$ cat config.mk
export PLATFORM = sky130hd
export DESIGN_NAME = pdslc_regs
export DESIGN_NICKNAME = d
export VERILOG_FILES = /design/src/pdslc_pkg.sv /design/src/pdslc_err_flags.sv /design/src/pdslc_regs.sv
export SDC_FILE = /design/constraint.sdc
export NUM_CORES = 1
export LEC_CHECK = 0
export ABC_CLOCK_PERIOD_IN_PS = 3600
export BUFFER_PORTS_ARGS = -buffer_cell sky130_fd_sc_hd__buf_2
export CORE_ASPECT_RATIO = 0.75
export CORE_UTILIZATION = 46
export DETAILED_ROUTE_END_ITERATION = 8
export PLACE_DENSITY = 0.84
export SLEW_MARGIN = 20
export SYNTH_ARGS = -nofsm -noshare
export SYNTH_HDL_FRONTEND = slang
export SYNTH_SLANG_ARGS = --single-unit
export TNS_END_PERCENT = 10
$ cat constraint.sdc
create_clock -name mclk -period 3.6 [get_ports mclk]
set_clock_uncertainty 0.2 [all_clocks]
set_input_delay 0.36 -clock mclk [delete_from_list [all_inputs] [get_ports mclk]]
set_output_delay 0.36 -clock mclk [all_outputs]
set_load 0.01 [all_outputs]
$ cat src/pdslc_pkg.sv
// package: offsets, field layouts and reset values of the port error status and link capability registers
package pdslc_pkg;

  localparam logic [7:0] PDSLC_OFS_ERR_STATUS = 8'hC8;
  localparam logic [7:0] PDSLC_OFS_LINK_CAP   = 8'hCC;

  // bit positions in the status word (upper half of the dword at C8h)
  localparam int PDSLC_BIT_CORR   = 16;
  localparam int PDSLC_BIT_NFATAL = 17;
  localparam int PDSLC_BIT_FATAL  = 18;
  localparam int PDSLC_BIT_UNSUP  = 19;
  localparam int PDSLC_BIT_AUXPWR = 20;
  localparam int PDSLC_BIT_TPEND  = 21;

  localparam logic [3:0] PDSLC_SPEED_2G5   = 4'h1;
  localparam logic [3:0] PDSLC_SPEED_5G0   = 4'h2;
  localparam logic [3:0] PDSLC_RST_SPEED   = PDSLC_SPEED_5G0;
  localparam logic [5:0] PDSLC_RST_WIDTH   = 6'h04;
  localparam logic [1:0] PDSLC_RST_ASPM    = 2'h0;
  localparam logic [2:0] PDSLC_RST_L0S_LAT = 3'h3;
  localparam logic [2:0] PDSLC_RST_L1_LAT  = 3'h0;
  localparam logic       PDSLC_RST_AUXPWR  = 1'b1;
  localparam logic       PDSLC_RST_CLKPM_UP   = 1'b1;
  localparam logic       PDSLC_RST_DLACT_DN   = 1'b1;
  localparam logic       PDSLC_RST_SDOWN      = 1'b0;
  localparam logic       PDSLC_RST_BWNOTE     = 1'b0;
  localparam logic [1:0] PDSLC_UPSTREAM_PORT  = 2'h0;

  // field positions in the link capability word
  localparam int PDSLC_CAP_SPEED_LO = 0;
  localparam int PDSLC_CAP_SPEED_HI = 3;
  localparam int PDSLC_CAP_WIDTH_LO = 4;
  localparam int PDSLC_CAP_WIDTH_HI = 9;
  localparam int PDSLC_CAP_ASPM_LO  = 10;
  localparam int PDSLC_CAP_ASPM_HI  = 11;
  localparam int PDSLC_CAP_L0S_LO   = 12;
  localparam int PDSLC_CAP_L0S_HI   = 14;
  localparam int PDSLC_CAP_L1_LO    = 15;
  localparam int PDSLC_CAP_L1_HI    = 17;
  localparam int PDSLC_CAP_CLKPM    = 18;
  localparam int PDSLC_CAP_SDOWN    = 19;
  localparam int PDSLC_CAP_DLACT    = 20;
  localparam int PDSLC_CAP_BWNOTE   = 21;
  localparam int PDSLC_CAP_PORT_LO  = 24;
  localparam int PDSLC_CAP_PORT_HI  = 31;

  // loadable capability fields
  typedef struct packed {
    logic [7:0] port_num;
    logic       bw_notify;
    logic       surprise_down;
    logic       clk_pm;
    logic [2:0] l1_lat;
    logic [2:0] l0s_lat;
    logic [1:0] aspm;
  } pdslc_cap_s;

  // error detect pulses
  typedef struct packed {
    logic unsup;
    logic fatal;
    logic nfatal;
    logic corr;
  } pdslc_err_s;

  typedef enum logic [1:0] {
    PDSLC_IDLE,
    PDSLC_LOADED
  } pdslc_ld_e;

  function automatic pdslc_cap_s pdslc_cap_default(input logic [1:0] port);
    pdslc_cap_s c;
    c.port_num      = {6'h00, port};
    c.bw_notify     = PDSLC_RST_BWNOTE;
    c.surprise_down = PDSLC_RST_SDOWN;
    c.clk_pm        = (port == PDSLC_UPSTREAM_PORT) ? PDSLC_RST_CLKPM_UP : 1'b0;
    c.l1_lat        = PDSLC_RST_L1_LAT;
    c.l0s_lat       = PDSLC_RST_L0S_LAT;
    c.aspm          = PDSLC_RST_ASPM;
    return c;
  endfunction

endpackage

$ cat src/pdslc_err_flags.sv
// sticky write-one-to-clear error detected flags
`timescale 1ns/1ns
module pdslc_err_flags
  import pdslc_pkg::*;
(
  input  wire logic       mclk,
  input  wire logic       reset,
  input  wire pdslc_err_s err_det,
  input  wire logic       clr_we,
  input  wire logic [3:0] clr_mask,
  output logic      [3:0] flags_q
);

  logic [3:0] flags_d;

  // set wins over a clear in the same cycle; reporting enables are not consulted
  always_comb begin
    flags_d = (flags_q & ~(clr_we ? clr_mask : 4'h0)) | err_det;
  end

  always_ff @(posedge mclk) begin
    if (reset) begin
      flags_q <= 4'h0;
    end else begin
      flags_q <= flags_d;
    end
  end

endmodule

$ cat src/pdslc_regs.sv
// port error status and link capability configuration registers
//
// Contract
// - correctable error sets sticky flag, write-one clears
// - non-fatal error sets sticky flag, write-one clears
// - fatal error sets sticky flag, write-one clears
// - unsupported request sets sticky flag, write-one clears
// - flags logged regardless of reporting enables
// - aux power detected bit, read-only, resets one
// - transactions pending bit always zero
// - max link speed field, resets to 5.0G
// - max link width field resets to x4
// - ASPM support field read-only, resets zero
// - L0s exit latency field resets 011b
// - L1 exit latency field resets 000b
// - upstream clock PM capability resets one
// - downstream clock PM capability tied zero
// - DL active reporting: upstream zero, downstream one
// - bandwidth notification capability resets zero
// - port number resets to own port index
// - loadable fields take externally loaded values, except clock PM on downstream ports, which stays zero
`timescale 1ns/1ns
module pdslc_regs
  import pdslc_pkg::*;
(
  input  wire logic        mclk,
  input  wire logic        reset,
  input  wire logic [1:0]  port_id,
  input  wire logic        aux_power,
  input  wire pdslc_err_s  err_det,
  input  wire logic        cfg_load,
  input  wire pdslc_cap_s  cfg_load_data,
  input  wire logic        cfg_wr,
  input  wire logic        cfg_rd,
  input  wire logic [7:0]  cfg_addr,
  input  wire logic [31:0] cfg_wdata,
  input  wire logic [3:0]  cfg_be,
  output logic      [31:0] cfg_rdata_q,
  output logic             cfg_rvalid_q,
  output logic      [3:0]  err_flags_q
);

  logic [3:0]  flags;
  logic        clr_we;
  logic [3:0]  clr_mask;
  logic        is_up;
  logic        aux_q;
  logic        aux_d;
  pdslc_cap_s  cap_q;
  pdslc_cap_s  cap_d;
  pdslc_ld_e   ld_q;
  pdslc_ld_e   ld_d;
  logic [31:0] status_word;
  logic [31:0] cap_word;
  logic [31:0] rdata_d;
  logic        rvalid_d;
  logic        rst_seen_q;
  logic        rst_seen_d;
  pdslc_cap_s  cap_eff;
  logic        sts_hit;
  logic        cap_hit;

  // address decode shared by the write and read paths
  function automatic logic addr_hit(input logic [7:0] addr,
                                    input logic [7:0] ofs);
    return (addr == ofs);
  endfunction

  // downstream ports never advertise clock power management, whatever a loader supplies
  function automatic pdslc_cap_s port_fix(input pdslc_cap_s c,
                                          input logic       up);
    pdslc_cap_s f;
    f = c;
    if (!up) begin
      f.clk_pm = 1'b0;
    end
    return f;
  endfunction

  // reserved bits and the pending bit always read zero
  function automatic logic [31:0] pack_status(input logic [3:0] fl,
                                              input logic       aux);
    logic [31:0] w;
    w = 32'h0000_0000;
    w[PDSLC_BIT_UNSUP:PDSLC_BIT_CORR] = fl;
    w[PDSLC_BIT_AUXPWR]               = aux;
    w[PDSLC_BIT_TPEND]                = 1'b0;
    return w;
  endfunction

  // fields that are not loadable come straight from the package constants
  function automatic logic [31:0] pack_cap(input pdslc_cap_s c,
                                           input logic       up);
    logic [31:0] w;
    w = 32'h0000_0000;
    w[PDSLC_CAP_SPEED_HI:PDSLC_CAP_SPEED_LO] = PDSLC_RST_SPEED;
    w[PDSLC_CAP_WIDTH_HI:PDSLC_CAP_WIDTH_LO] = PDSLC_RST_WIDTH;
    w[PDSLC_CAP_ASPM_HI:PDSLC_CAP_ASPM_LO]   = c.aspm;
    w[PDSLC_CAP_L0S_HI:PDSLC_CAP_L0S_LO]     = c.l0s_lat;
    w[PDSLC_CAP_L1_HI:PDSLC_CAP_L1_LO]       = c.l1_lat;
    w[PDSLC_CAP_CLKPM]                       = c.clk_pm;
    w[PDSLC_CAP_SDOWN]                       = c.surprise_down;
    w[PDSLC_CAP_DLACT]                       = up ? 1'b0 : PDSLC_RST_DLACT_DN;
    w[PDSLC_CAP_BWNOTE]                      = c.bw_notify;
    w[PDSLC_CAP_PORT_HI:PDSLC_CAP_PORT_LO]   = c.port_num;
    return w;
  endfunction

  assign is_up = (port_id == PDSLC_UPSTREAM_PORT);

  // one decode serves both paths, so a write and a read never disagree on the target
  always_comb begin
    sts_hit = addr_hit(cfg_addr, PDSLC_OFS_ERR_STATUS);
    cap_hit = addr_hit(cfg_addr, PDSLC_OFS_LINK_CAP);
  end

  // only byte lane 2 carries the flag bits; other fields ignore writes
  always_comb begin
    clr_we   = cfg_wr && sts_hit && cfg_be[2];
    clr_mask = cfg_wdata[PDSLC_BIT_UNSUP:PDSLC_BIT_CORR];
  end

  pdslc_err_flags u_flags (
    .mclk     (mclk),
    .reset    (reset),
    .err_det  (err_det),
    .clr_we   (clr_we),
    .clr_mask (clr_mask),
    .flags_q  (flags)
  );

  // capability defaults follow the port at reset; a loader may then overwrite them
  always_comb begin
    cap_d = cap_q;
    ld_d  = ld_q;
    aux_d = aux_power;
    // the first cycle out of reset takes this port's own defaults
    if (!rst_seen_q) begin
      cap_d = pdslc_cap_default(port_id);
    end
    case (ld_q)
      PDSLC_IDLE: begin
        if (cfg_load) begin
          cap_d = cfg_load_data;
          ld_d  = PDSLC_LOADED;
        end
      end
      PDSLC_LOADED: begin
        // later loads still allowed, e.g. from a second source
        if (cfg_load) begin
          cap_d = cfg_load_data;
        end
      end
      default: begin
        ld_d = PDSLC_IDLE;
      end
    endcase
    cap_d = port_fix(cap_d, is_up);
  end

  always_ff @(posedge mclk) begin
    if (reset) begin
      cap_q <= pdslc_cap_default(2'h0);
      ld_q  <= PDSLC_IDLE;
      aux_q <= PDSLC_RST_AUXPWR;
    end else begin
      cap_q <= cap_d;
      ld_q  <= ld_d;
      aux_q <= aux_d;
    end
  end

  // until the first edge out of reset the register still holds port 0 defaults
  always_comb begin
    rst_seen_d = 1'b1;
    cap_eff    = port_fix(rst_seen_q ? cap_q : pdslc_cap_default(port_id), is_up);
  end

  always_ff @(posedge mclk) begin
    if (reset) begin
      rst_seen_q <= 1'b0;
    end else begin
      rst_seen_q <= rst_seen_d;
    end
  end

  always_comb begin
    status_word = pack_status(flags, aux_q);
    cap_word    = pack_cap(cap_eff, is_up);
  end

  always_comb begin
    rdata_d  = 32'h0000_0000;
    rvalid_d = cfg_rd;
    if (cfg_rd) begin
      // unmapped offsets keep the zero default but are still answered
      if (sts_hit) begin
        rdata_d = status_word;
      end else if (cap_hit) begin
        rdata_d = cap_word;
      end
    end
  end

  always_ff @(posedge mclk) begin
    if (reset) begin
      cfg_rdata_q  <= 32'h0000_0000;
      cfg_rvalid_q <= 1'b0;
      err_flags_q  <= 4'h0;
    end else begin
      cfg_rdata_q  <= rdata_d;
      cfg_rvalid_q <= rvalid_d;
      err_flags_q  <= flags;
    end
  end

endmodule

Word-level counts from Yosys, hierarchy flattened --
Cells that the tools add are included. Widths: inputs -> output; s select.
Storage, ports and cells: bits in writable memories 0, bits in read-only memories 0, bits in latches 0, logic and storage cells 48, input port bits 75, register bits after elaboration 64, output and inout bits 37, memories 0
Cells by class: order comparisons 0, equality and inequality tests 4, mux-type cells 13, bitwise gates (word level) 6, reduce and logical (&&, ||, !) cells 9, shift operators 0, multipliers 0, add/sub/neg operators 0, divide/modulo/power cells 0
Operator list (count):
- $mux 19 | 3
- $mux 21 | 2
- $eq 8x8->1 const B | 2
- $mux 1 | 5
- $and 4x4->4 | 1
- $logic_not 2->1 | 2
- $mux 4 | 1
- $not 4->4 | 1
- $or 4x4->4 | 1
- $pmux 2 s2 | 1
- $reduce_or 2->1 | 2
- $reduce_or 4->1 | 1
- $not 1->1 | 3
- $reduce_or 3->1 | 1
- $eq 2x1->1 const B | 1
- $logic_and 1x1->1 | 2
- $mux 2 | 1
- $ne 2x2->1 const B | 1
- $reduce_and 2->1 | 1

Longest topological paths before layout --
depth in word-level cells 7, gate-level depth with buffers 4, gate-level depth less buffers 3

By module --
From an unflattened synthesis, not the netlist that was laid out.
Second synthesis, totals: cells, all modules 203, area, all modules 1849.3 µm²
By module, submodules not included:
- pdslc_regs | cells an instance 187, seq. area each 940.9 µm², area each 1704.1 µm², instances 1
- pdslc_err_flags | cells an instance 16, seq. area each 80.1 µm², area each 145.1 µm², instances 1

Worst setup path after synthesis --
Ideal clock, no wire load.
kind input-to-reg, start input cfg_addr[1], end register cfg_rdata_q[18], arrival time 1.491 ns, setup time 0.066 ns, data required time 3.334 ns, setup slack 1.843 ns, stages 4, buffers on the path 1, cell sequence or3b_1 > or4_4 > buf_6 > a21oi_2
On the way: cells in the longest elaborated chain, start to end 3, elaborated cells on any way between the ends 4, classes of those cells eq/ne: 2; mux: 2
RTL lines:
- from (decl) | RTL line pdslc_regs.sv:35 | input wire logic [7:0] cfg_addr,
- $eq 8x8->1 | RTL line pdslc_regs.sv:66 | return (addr == ofs);
- $mux 21 | RTL line pdslc_regs.sv:199 | end else if (cap_hit) begin
- $mux 21 * | RTL line pdslc_regs.sv:197 | if (sts_hit) begin
- to (signal assigned) | RTL line pdslc_regs.sv:211 | cfg_rdata_q <= rdata_d;
- to (decl) | RTL line pdslc_regs.sv:38 | output logic [31:0] cfg_rdata_q,
Mark *: on every way between the ends. The rest lies on a longest branch, timed or not. A chain may end at the register's enable or synchronous reset.

Final worst setup path --
start register rst_seen_q, end register cap_q[11] (netlist bit)
On the way: cells in the longest elaborated chain, start to end 3
RTL lines:
- from (decl) | RTL line pdslc_regs.sv:57 | logic rst_seen_q;
- from (signal assigned) | RTL line pdslc_regs.sv:183 | rst_seen_q <= rst_seen_d;
- $mux 19 *
- $mux 19 | RTL line pdslc_regs.sv:143, pdslc_regs.sv:150
- $mux 19 *
- to (signal assigned) | RTL line pdslc_regs.sv:163 | cap_q <= pdslc_cap_default(2'h0);
- to (signal assigned) | RTL line pdslc_regs.sv:167 | cap_q <= cap_d;
- to (decl) | RTL line pdslc_regs.sv:49 | pdslc_cap_s cap_q;
Marked as above.

==> summary.txt <==
Pwr
  – P_sw: 0.237 mW
  – Pwr per Cell Area: 462 mW/mm²
  – Clock power share: 36.3%
  – Leakage power: 1.06 nW
  – Sequential power share: 55.8%
  – Maximum VDD drop: 0.000219 V
  – Logic gate share of total power: 7.9%
  – Int Power: 0.828 mW
  – Switching Fraction: 22.2%

Detailed routing
  – Routed WL: 3.54 mm
  – Vias per inst: 4.74
  – Post-route ant nets: 0
  – Drt pass-1 iters: 5
  – Residual DRC: 0
  – DR WL/cell: 11.1 µm
  – Iter 0 DRT Violations: 70
  – DR vias: 1,512

Final layout
  – ANT cells: 0
  – Share of layout cells above drive strength 1: 34.5%
  – Nets@finish: 341
  – Non-Filler Instances: 319
  – Finished Core Util: 60.9%
  – Area Overhead vs Synth: 22.0%
  – Cell area after layout: 0.00230 mm²

Setup path
  – Crit path DAT: 1.86 ns
  – CP required: 3.57 ns
  – Crit Path Class: reg2reg
  – CP endpoint kind: flip-flop
  – Crit path launch type: flip-flop
  – Max FO, Critical Path: 31

Floorplanning
  – Die area: 0.00437 mm²
  – Starting density of the core: 50.0%
  – Core area: 0.00378 mm²
  – Die Height: 57.5 µm
  – Io pins: 112
  – Rows: 19
  – Die W: 76.0 µm

STA
  – Final hold violation count: 0
  – Final worst slack: 1.71 ns
  – Achievable Freq: 0.528 GHz
  – Setup tns final: 0 ns
  – Period utilization: 52.6%
  – Worst Max-Slew Pin Slew: 0.972 ns
  – Max Slew Vio Count: 0
  – Min Tclk post-route: 1.89 ns
  – RSZ-0062 raised after global routing: no
  – Max_slew headroom: 35.1%
  – # setup viols final: 0

Synth
  – YS warnings: 0
  – #FFs+latches synth: 51
  – Post-Synthesis Cells: 204
  – Mapped Area: 0.00189 mm²
  – Cell accounting for the most synthesized area: dfxtp_1
  – Synth unique cells: 28
  – Syn avg cell area: 9.26 µm²
  – Seq/Total Area, Yosys: 54.1%
  – Yosys top cell area share: 54.1%
  – Most area-consuming cells after synthesis: dfxtp_1 (54%), nand3b_1 (4.8%), nand2_1 (4.6%), buf_4 (4.4%), nor2_1 (4.4%)

GRT
  – Largest net degree at the start of global routing: 33
  – Vias in the first global route: 1,291
  – GRT overflow: 0
  – Initial antenna violation count: 0
  – Gr usage total: 17.6%
  – First-pass GRT wire length: 5.82 mm

CTS
  – CTS root buf: clkbuf_8
  – CTS tree: built
  – H-tree depth: 2
  – Clk_lat worst skew: 0.30 ns
  – # clock sinks: 51
  – Clock transition at path regs: 0.08 ns
  – CTS Buf Count: 5
  – Hold_buf cts: 0
  – Post-CTS resize count: 0
  – Post-CTS setup buffers: 0
  – Clock buffer depth: 2

Placed design
  – DP Wirelength: 2.40 mm
  – Area post-placement: 0.00219 mm²
  – Setup slack at placement: 1.59 ns
  – Routability congestion estimate: 0.693
  – Inst Count DP: 311
  – Port-buffer cells: 70

Run status
  – Status: finished, final reports clean

Hold path
  – Class of the worst hold path: in2reg

Job
  – Max-cap viol count: 0
## area by class of cell
cell class / count / area (µm²)
Inverter: 7 / 26.3
Timing Repair Buffer: 70 / 350
Fill cell: 336 / 1480
Clock buffer: 5 / 68.8
Clock inverter: 3 / 43.8
Tap cell: 52 / 65.1
Multi-Input combinational cell: 131 / 728
Sequential cell: 51 / 1020
## registers in the layout, indices dropped and copies added, names as in the netlist
signal and cells:
aux_q 1, cfg_rvalid_q 1, cap_q 19, cfg_rdata_q 21
rst_seen_q 1, u_flags.flags_q 4, err_flags_q 4
## power by group through the flow
stage	logic (mW)	clock network (mW)	registers, mW
after floorplan	0.0607	0	0.603
after global placement	0.0825	0	0.607
after detailed placement	0.0842	0	0.608
after CTS	0.0848	0.398	0.595
after global routing	0.0936	0.426	0.597
final	0.0841	0.387	0.594
## critical path: stages, from the launching register on
cell and delay, ns:
dfxtp_1 0.97, mux2_2 0.43, mux2i_1 0.12, nor2_1 0.05
## metal layers
metal / vias to the layer above / wire length (µm) / global-route usage, %
li1: 773 / - / -
met1: 667 / 1650 / 21.9
met2: 65 / 1560 / 27.1
met3: 7 / 299 / 8.00
met4: 0 / 42 / 6.59
met5: - / 0 / 0
## path summary, 6_finish.rpt
kind                             end     startpoint  slack (ns)  cells after the start
setup / recovery           cap_q[11]     rst_seen_q        1.71                      3
hold / removal    u_flags.flags_q[1]  cfg_wdata[17]        0.04                      2
setup reg to reg           cap_q[11]     rst_seen_q        1.71                      3
hold reg to reg      cfg_rdata_q[28]      cap_q[15]        0.25                      2
## cell usage after synthesis, drive strengths merged
cell type  instances
a211oi             1
a21o               1
a21oi             15
a22oi              3
a311oi             4
buf               14
clkbuf            10
conb               1
dfxtp             51
inv                7
mux2               2
mux2i              4
nand2             23
nand2b             2
nand3             14
nand3b            12
nand4bb            1
nor2              28
nor2b              6
nor4               1
o21ai              1
or2                1
or3b               1
or4                1
## cell usage in the layout (no fill, tap or decap), drive strengths merged
cell | synthesis | final
a211oi | 1 | 1
a21o | 1 | 1
a21oi | 15 | 15
a22oi | 3 | 3
a311oi | 4 | 4
buf | 14 | 70
bufinv | 0 | 1
clkbuf | 10 | 5
clkinv | 0 | 2
conb | 1 | 10
dfxtp | 51 | 51
inv | 7 | 7
mux2 | 2 | 2
mux2i | 4 | 4
nand2 | 23 | 23
nand2b | 2 | 2
nand3 | 14 | 14
nand3b | 12 | 12
nand4bb | 1 | 1
nor2 | 28 | 28
nor2b | 6 | 6
nor4 | 1 | 1
o21ai | 1 | 1
or2 | 1 | 1
or3b | 1 | 1
or4 | 1 | 1
## cells by family (layout without fill, tap and decap cells)
logic type      Yosys count  in the layout  share of synthesized area [%]
flops                    51             51                           54.1
buf+inv                  31             85                           9.15
other cells               1             10                          0.199
compound gates           25             25                           8.88
simple gates             90             90                           24.4
mux                       6              6                           3.31
## per-stage QoR
step | hold WS [ns] | total power [mW]
floorplan | 0.222 | 0.664
global placement | 0.230 | 0.690
detailed placement | 0.236 | 0.692
CTS | 0.0324 | 1.08
global route | 0.0281 | 1.12
finish | 0.0426 | 1.07
Power figures use the tool's default switching activity.
